[src/hw/pif_consts.vh]
`ifndef PIF_CONSTS_VH
`define PIF_CONSTS_VH

// ************************************
// register byte addresses
// ************************************
`define PIF_ADDR_CORE_CTRL 8'h00
`define PIF_ADDR_OPTION 8'h04
`define PIF_ADDR_FLAGS_ONE 8'h08
`define PIF_ADDR_FLAGS_TWO 8'h0c
`define PIF_ADDR_ENABLES_ONE 8'h10
`define PIF_ADDR_ENABLES_TWO 8'h14
`define PIF_ADDR_IRQ_STATUS 8'h18
`define PIF_ADDR_IRQ_MASK 8'h1c
`define PIF_ADDR_VECTOR 8'h20

// ************************************
// reset values
// ************************************
`define PIF_RST_CORE_CTRL 8'h00
`define PIF_RST_OPTION 8'hff
`define PIF_RST_FLAGS_ONE 8'h00
`define PIF_RST_FLAGS_TWO 8'h00
`define PIF_RST_ENABLES_ONE 8'h00
`define PIF_RST_ENABLES_TWO 8'h00
`define PIF_RST_MASK 3'h0

// ************************************
// core control and capcomp two field positions
// ************************************
`define PIF_BIT_GLOBAL_EN 7
`define PIF_BIT_PERIPH_EN 6
`define PIF_CORE_EN_HI 5
`define PIF_CORE_EN_LO 3
`define PIF_CORE_FLAG_HI 2
`define PIF_CORE_FLAG_LO 0
`define PIF_BIT_CAPCOMP_TWO 0

// ************************************
// vector, capcomp modes, status bits
// ************************************
`define PIF_VECTOR 13'h0004
`define PIF_MODE_OFF 2'h0
`define PIF_MODE_CAPTURE 2'h1
`define PIF_MODE_COMPARE 2'h2
`define PIF_MODE_PWM 2'h3
`define PIF_ST_REQ_RISE 0
`define PIF_ST_VECTOR 1
`define PIF_ST_CAPCOMP 2

`endif

[src/hw/pif_irq_ctrl.v]
// Register access over Wishbone and the register addresses were left to the implementer.
`timescale 1ns/1ps
`include "pif_consts.vh"

module pif_irq_ctrl (
  input wire ref_clk,
  input wire sys_rst,
  // wishbone slave
  input wire wb_cyc_i,
  input wire wb_stb_i,
  input wire wb_we_i,
  input wire [7:0] wb_adr_i,
  input wire [3:0] wb_sel_i,
  input wire [31:0] wb_dat_i,
  output reg [31:0] wb_dat_o,
  output reg wb_ack_o,
  output reg wb_err_o,
  // core flag events: timer0, external pin, port-b change (one-cycle pulses)
  input wire [2:0] core_event,
  // peripheral events, bit order of peripheral_flags_one
  input wire [7:0] periph_event,
  input wire capture_event,
  input wire compare_event,
  input wire [1:0] capcomp_two_mode,
  // portb change flag value at power-up is unknown; taken from a pin
  input wire portb_change_async,
  // processor core handshake
  input wire irq_accept,
  input wire [12:0] return_pc,
  output reg core_irq_req_q,
  output reg push_return_q,
  output reg [12:0] pushed_pc_q,
  output reg load_vector_q,
  output reg [12:0] vector_pc_q,
  output reg global_irq_enable_q,
  output reg [7:0] option_q,
  output reg irq_q
);

  // ************************************
  // register state
  // ************************************
  reg [7:0] enables_one_q;
  reg capcomp_two_enable_q;
  reg global_en_q;
  reg periph_group_en_q;
  reg [2:0] core_en_q;
  reg [2:0] irq_status_q;
  reg [2:0] irq_mask_q;
  reg req_prev_q;

  wire [2:0] core_flags;
  wire [7:0] flags_one;
  wire capcomp_two_flag;
  wire portb_sync;

  // ************************************
  // bus decode
  // ************************************
  wire bus_req = wb_cyc_i & wb_stb_i & ~wb_ack_o & ~wb_err_o;
  wire bus_wr = bus_req & wb_we_i & wb_sel_i[0];
  wire bus_rd = bus_req & ~wb_we_i;
  wire hit_core = (wb_adr_i == `PIF_ADDR_CORE_CTRL);
  wire hit_opt = (wb_adr_i == `PIF_ADDR_OPTION);
  wire hit_f1 = (wb_adr_i == `PIF_ADDR_FLAGS_ONE);
  wire hit_f2 = (wb_adr_i == `PIF_ADDR_FLAGS_TWO);
  wire hit_e1 = (wb_adr_i == `PIF_ADDR_ENABLES_ONE);
  wire hit_e2 = (wb_adr_i == `PIF_ADDR_ENABLES_TWO);
  wire hit_st = (wb_adr_i == `PIF_ADDR_IRQ_STATUS);
  wire hit_mk = (wb_adr_i == `PIF_ADDR_IRQ_MASK);
  wire hit_vec = (wb_adr_i == `PIF_ADDR_VECTOR);
  wire hit_any = hit_core | hit_opt | hit_f1 | hit_f2 | hit_e1 | hit_e2 | hit_st
    | hit_mk | hit_vec;

  // ************************************
  // flags
  // ************************************
  pif_sync2 u_portb_sync (
    .ref_clk(ref_clk),
    .sys_rst(sys_rst),
    .async_in(portb_change_async),
    .sync_q(portb_sync)
  );

  // the synchroniser needs two edges before it shows the pin, so the
  // power-up portb change value is taken on the third edge after reset
  reg [1:0] boot_q;
  always @(posedge ref_clk or posedge sys_rst) begin
    if (sys_rst) begin
      boot_q <= 2'h0;
    end else if (boot_q != 2'h3) begin
      boot_q <= boot_q + 2'h1;
    end
  end

  wire boot_take = (boot_q == 2'h2);
  wire [2:0] core_set = {core_event[2:1], core_event[0] | (boot_take & portb_sync)};

  genvar gi;
  generate
    for (gi = 0; gi < 3; gi = gi + 1) begin : g_core_flag
      pif_flag_bit u_flag (
        .ref_clk(ref_clk),
        .sys_rst(sys_rst),
        .set_in(core_set[gi]),
        .wr_en(bus_wr & hit_core),
        .wr_val(wb_dat_i[gi]),
        .flag_q(core_flags[gi])
      );
    end
    for (gi = 0; gi < 8; gi = gi + 1) begin : g_periph_flag
      pif_flag_bit u_flag (
        .ref_clk(ref_clk),
        .sys_rst(sys_rst),
        .set_in(periph_event[gi]),
        .wr_en(bus_wr & hit_f1),
        .wr_val(wb_dat_i[gi]),
        .flag_q(flags_one[gi])
      );
    end
  endgenerate

  // capture sets in capture mode, match in compare mode, nothing in pwm
  wire capcomp_two_set = ((capcomp_two_mode == `PIF_MODE_CAPTURE) & capture_event)
    | ((capcomp_two_mode == `PIF_MODE_COMPARE) & compare_event);

  pif_flag_bit u_capcomp_two (
    .ref_clk(ref_clk),
    .sys_rst(sys_rst),
    .set_in(capcomp_two_set),
    .wr_en(bus_wr & hit_f2),
    .wr_val(wb_dat_i[`PIF_BIT_CAPCOMP_TWO]),
    .flag_q(capcomp_two_flag)
  );

  // ************************************
  // request logic
  // ************************************
  // a flag left pending when its enable is set requests at once: clear it first
  wire core_pending = |(core_flags & core_en_q);
  wire periph_pending = |(flags_one & enables_one_q)
    | (capcomp_two_flag & capcomp_two_enable_q);
  wire req_d = global_en_q & (core_pending | (periph_group_en_q & periph_pending));
  wire accept = irq_accept & core_irq_req_q & global_en_q;

  // ************************************
  // control registers and bus
  // ************************************
  wire [7:0] core_rd = {global_en_q, periph_group_en_q, core_en_q, core_flags};
  wire [2:0] ev_set = {capcomp_two_set, accept, req_d & ~req_prev_q};

  reg [7:0] rd_mux;
  always @* begin
    rd_mux = 8'h00;
    case (1'b1)
      hit_core: rd_mux = core_rd;
      hit_opt: rd_mux = option_q;
      hit_f1: rd_mux = flags_one;
      hit_f2: rd_mux = {7'h00, capcomp_two_flag};
      hit_e1: rd_mux = enables_one_q;
      hit_e2: rd_mux = {7'h00, capcomp_two_enable_q};
      hit_st: rd_mux = {5'h00, irq_status_q};
      hit_mk: rd_mux = {5'h00, irq_mask_q};
      hit_vec: rd_mux = vector_pc_q[7:0];
      default: rd_mux = 8'h00;
    endcase
  end

  always @(posedge ref_clk or posedge sys_rst) begin
    if (sys_rst) begin
      wb_ack_o <= 1'b0;
      wb_err_o <= 1'b0;
      wb_dat_o <= 32'h0000_0000;
      global_en_q <= 1'b0;
      periph_group_en_q <= 1'b0;
      core_en_q <= 3'h0;
      option_q <= `PIF_RST_OPTION;
      enables_one_q <= `PIF_RST_ENABLES_ONE;
      capcomp_two_enable_q <= 1'b0;
      irq_mask_q <= `PIF_RST_MASK;
      irq_status_q <= 3'h0;
      irq_q <= 1'b0;
      req_prev_q <= 1'b0;
      core_irq_req_q <= 1'b0;
      push_return_q <= 1'b0;
      load_vector_q <= 1'b0;
      pushed_pc_q <= 13'h0000;
      vector_pc_q <= 13'h0000;
      global_irq_enable_q <= 1'b0;
    end else begin
      wb_ack_o <= bus_req & hit_any;
      wb_err_o <= bus_req & ~hit_any;
      wb_dat_o <= (bus_rd & hit_any) ? {24'h00_0000, rd_mux} : 32'h0000_0000;
      if (bus_wr & hit_core) begin
        global_en_q <= wb_dat_i[`PIF_BIT_GLOBAL_EN];
        periph_group_en_q <= wb_dat_i[`PIF_BIT_PERIPH_EN];
        core_en_q <= wb_dat_i[`PIF_CORE_EN_HI:`PIF_CORE_EN_LO];
      end else if (accept) begin
        // entering service masks further requests
        global_en_q <= 1'b0;
      end
      if (bus_wr & hit_opt) begin
        option_q <= wb_dat_i[7:0];
      end
      if (bus_wr & hit_e1) begin
        enables_one_q <= wb_dat_i[7:0];
      end
      if (bus_wr & hit_e2) begin
        capcomp_two_enable_q <= wb_dat_i[`PIF_BIT_CAPCOMP_TWO];
      end
      if (bus_wr & hit_mk) begin
        irq_mask_q <= wb_dat_i[2:0];
      end
      // read clears status, new events win
      if (bus_rd & hit_st) begin
        irq_status_q <= ev_set;
      end else begin
        irq_status_q <= irq_status_q | ev_set;
      end
      irq_q <= |(irq_status_q & irq_mask_q);
      req_prev_q <= req_d;
      core_irq_req_q <= req_d;
      push_return_q <= accept;
      load_vector_q <= accept;
      if (accept) begin
        pushed_pc_q <= return_pc;
        vector_pc_q <= `PIF_VECTOR;
      end
      global_irq_enable_q <= (bus_wr & hit_core) ? wb_dat_i[`PIF_BIT_GLOBAL_EN]
        : (accept ? 1'b0 : global_en_q);
    end
  end

endmodule // pif_irq_ctrl

[src/hw/pif_flag_bit.v]
`timescale 1ns/1ps
`include "pif_consts.vh"

// one sticky flag: hardware set wins over software write
module pif_flag_bit (
  input wire ref_clk,
  input wire sys_rst,
  input wire set_in,
  input wire wr_en,
  input wire wr_val,
  output reg flag_q
);
  always @(posedge ref_clk or posedge sys_rst) begin
    if (sys_rst) begin
      flag_q <= 1'b0;
    end else if (set_in) begin
      flag_q <= 1'b1;
    end else if (wr_en) begin
      flag_q <= wr_val;
    end
  end
endmodule // pif_flag_bit

[src/hw/pif_sync2.v]
`timescale 1ns/1ps

// two-stage synchroniser for an asynchronous level
module pif_sync2 (
  input wire ref_clk,
  input wire sys_rst,
  input wire async_in,
  output reg sync_q
);
  reg meta_q;

  always @(posedge ref_clk or posedge sys_rst) begin
    if (sys_rst) begin
      meta_q <= 1'b0;
      sync_q <= 1'b0;
    end else begin
      meta_q <= async_in;
      sync_q <= meta_q;
    end
  end
endmodule // pif_sync2

[config.mk]
export PLATFORM = sky130hd
export DESIGN_NAME = pif_irq_ctrl
export DESIGN_NICKNAME = d
export VERILOG_FILES = /design/src/hw/pif_irq_ctrl.v /design/src/hw/pif_flag_bit.v /design/src/hw/pif_sync2.v
export VERILOG_INCLUDE_DIRS = /design/src /design/src/hw
export SDC_FILE = /design/constraint.sdc
export NUM_CORES = 1
export LEC_CHECK = 0
export ABC_AREA = 1
export BUFFER_PORTS_ARGS = -buffer_cell sky130_fd_sc_hd__buf_2
export CORE_UTILIZATION = 54
export CTS_BUF_LIST = sky130_fd_sc_hd__clkbuf_2
export DETAILED_ROUTE_END_ITERATION = 8
export PLACE_DENSITY = 0.95
export SLEW_MARGIN = 20
export SYNTH_ARGS = -nofsm -noshare
export SYNTH_HDL_FRONTEND = slang
export SYNTH_SLANG_ARGS = --single-unit
export TNS_END_PERCENT = 30
[constraint.sdc]
create_clock -name ref_clk -period 6.67 [get_ports ref_clk]
set_input_delay 1.0005 -clock ref_clk [delete_from_list [all_inputs] [get_ports ref_clk]]
set_output_delay 1.0005 -clock ref_clk [all_outputs]
set_load 0.05 [all_outputs]
==> summary.txt <==
Synth top cells by count -> nand2_1, dfrtp_1, buf_4
Ant diodes -> 0
Initial antenna violation count -> 0
CP peak stage delay -> 0.59 ns
Via count -> 3087
Crit-path leading delay family -> flip-flops
Final setup viols -> 0
Top cell type by total area after synthesis -> dfrtp_1
Clk Latency, worst-skew pair -> 0.51 ns
Die Area -> 7179 µm²
Worst Path Class, Setup -> reg2out
Cell Pwr Density -> 192.6 nW/µm²
Sw power -> 0.2254 mW
First-pass GRT wire length -> 13860 µm
Post-synth cell types -> 38
Synthesized area -> 3696 µm²
Count leader, synth -> nand2_1
Slowest-stage cell, CP -> dfstp_2
I/O Pins -> 152
Sequential share of the synthesized area -> 48.34%
CTS Buf Count -> 9
Bufs and invs on worst path -> 1
First-pass detailed-route iteration total -> 9
Number of global-route vias before repair -> 2980
Rel. slew slack -> 43.39%
Syn Inst Count -> 429
DRC viols -> 7
Area grow syn2layout -> 13.00%
Final wirelength -> 8113 µm
Setup TNS -> 0 ns
Total GRT Usage -> 25.02%
Status -> finished with violations
NumNets Final -> 602
Share of synthesized registers carrying an async set or reset -> 100.0%
Syn Area/Cell -> 8.615 µm²
GPL Wtd Cong -> 0.8872
Clock Tree Root -> clkbuf_2
# clock sinks -> 71
Min Tclk post-route -> 2.364 ns
Max clock buf depth -> 2
Htree depth -> 3
DPL Wire Length -> 5980 µm
RSZ-0062 raised after global routing -> false
Failing checks -> DRC
Initial core utilization -> 56.91%
Worst slew pin tran -> 0.8491 ns
Yosys reg bits -> 71
Int Pwr -> 0.5792 mW
Area of the multi-input gates -> 1583 µm²
Tcrit/Tclk final -> 35.44%
Core area -> 6495 µm²
YS warnings -> 0
Number of nets with antenna violations after routing -> 0
Row cnt -> 29
Largest cells by area after synthesis -> dfrtp_1, nand2_1, buf_4, dfstp_2, nand3_1
CTS tree -> built
Startpoint Class -> register
Number of synthesized flops with an enable pin -> 0
GR Overflow Total -> 0
Max-Cap Viols -> 0
Synth top area share -> 42.65%
Peak VDD IR -> 0.1128 mV
Peak fanout along the critical path -> 3
Gates resized, CTS repair -> 0
Worst min path class -> reg2reg
Place WS -> 4.282 ns
Final-report hold violation count -> 0
Post-DR wirelength/cell -> 13.45 µm
Die Span X -> 84.73 µm
Sequential share of power -> 54.1%
Clock Skew -> 0.01748 ns
Detailed Route Iter0 Violations -> 213
P_leak -> 2.309 nW
Critical Path AT -> 1.36 ns
Gate power share -> 12.0%
Share of layout cells above drive strength 1 -> 28.90%
Post-synth top flop -> dfrtp_1
PortBufs -> 88
Vias per std cell -> 5.119
Fmax -> 423.0 MHz
CP cell instances -> buf_2
Largest net degree at the start of global routing -> 72
Setup ws final -> 4.306 ns
Worst Path Required -> 5.67 ns
Setup Fix Bufs, Post-CTS -> 0
Layout filler cell count -> 552
Switch share -> 28.01%
CTS Hold Bufs -> 0
Die Y -> 84.73 µm
Register Area -> 1787 µm²
Slew Limit Fails -> 0
Clock network power share -> 33.9%
Clk slew on worst S/H paths -> 0.17 ns
CP Capture Type -> output pin
-- registers in the layout, summed over array words and instances (netlist names) --
| register | count |
|---|---|
| wb_err_o | 1 |
| pushed_pc_q | 13 |
| wb_dat_o | 8 |
| vector_pc_q | 1 |
| irq_mask_q | 3 |
| core_en_q | 3 |
| option_q | 8 |
| wb_ack_o | 1 |
| u_portb_sync.meta_q | 1 |
| req_prev_q | 1 |
| u_portb_sync.sync_q | 1 |
| u_capcomp_two.flag_q | 1 |
| capcomp_two_enable_q | 1 |
| global_en_q | 1 |
| g_periph_flag.u_flag.flag_q | 8 |
| periph_group_en_q | 1 |
| load_vector_q | 1 |
| irq_status_q | 3 |
| irq_q | 1 |
| g_core_flag.u_flag.flag_q | 3 |
| boot_q | 2 |
| enables_one_q | 8 |
-- metal layers --
layer | wire length [µm] | track usage (%) | share of wire, %
met1 | 3318 | 31.45 | 41
met2 | 3959 | 40.80 | 49
met3 | 654 | 6.981 | 8.1
met4 | 180 | 10.63 | 2.2
met5 | 0 | 0 | 0
-- cells in the final DEF (no fill, tap or decap), drive strengths merged, types with 2 or more instances in the layout --
| cell | count |
|---|---|
| nand2 | 139 |
| buf | 89 |
| dfrtp | 63 |
| o21ai | 38 |
| conb | 36 |
| inv | 34 |
| nor2 | 34 |
| nand3 | 28 |
| a21oi | 16 |
| clkbuf | 12 |
| or2 | 9 |
| dfstp | 8 |
| a211oi | 3 |
| o211ai | 2 |
| nand4 | 2 |
| ha | 2 |
| bufinv | 2 |
| clkinv | 2 |
-- kinds of logic after synthesis --
| logic type | synth area share, % |
|---|---|
| buf+inv | 12.39 |
| flops | 48.34 |
| xor+xnor | 0.2370 |
| fa+ha+maj | 0.6769 |
| compound gates | 10.26 |
| other cells | 0.1015 |
| simple gates | 28.00 |
-- layout make-up --
cell class	instances	area share (%)
sequential	71	42.78
clock inverter	4	1.678
tap	77	2.307
inverter	34	3.176
clock buffer	12	1.438
multi-input combinational	316	37.90
timing repair buffer	89	10.72
-- metrics by stage --
| step | total power [mW] | area [µm²] | std cells | util (%) | hold WS [ns] |
|---|---|---|---|---|---|
| 2_1_floorplan | 0.5310 | 3827 | 464 | - | 0.3312 |
| 3_3_place_gp | 0.5374 | 4046 | 587 | 62.30 | 0.3337 |
| 3_5_place_dp | 0.5395 | 4046 | 587 | 62.30 | 0.3477 |
| 4_1_cts | 0.8105 | 4177 | 603 | 64.30 | 0.3860 |
| 5_1_grt | 0.8399 | 4177 | 603 | 64.30 | 0.4197 |
| 6_report | 0.8046 | 4177 | 603 | 64.30 | 0.3779 |
-- power by group through the flow --
stage                     Clock [mW]  Combinational, mW  Sequential [mW]
after floorplan                    0             0.0855            0.445
after global placement             0             0.0949            0.442
after detailed placement           0             0.0968            0.443
after CTS                      0.278             0.0970            0.435
after global routing           0.300              0.104            0.436
final                          0.273             0.0967            0.435
-- path summary, 6_finish.rpt --
path                                     start                   end  slack, ns  cells past startpoint
min                        u_portb_sync.meta_q   u_portb_sync.sync_q       0.38                      0
min in group asynchronous              sys_rst       pushed_pc_q[12]       0.73                      3
min reg2reg                u_portb_sync.meta_q   u_portb_sync.sync_q       0.38                      0
max                                option_q[1]           option_q[1]       4.31                      1
max in group asynchronous              sys_rst  capcomp_two_enable_q       5.41                      3
max reg2reg                         req_prev_q        vector_pc_q[2]       4.89                      3
No activity file was read; power rests on OpenSTA's default activity.
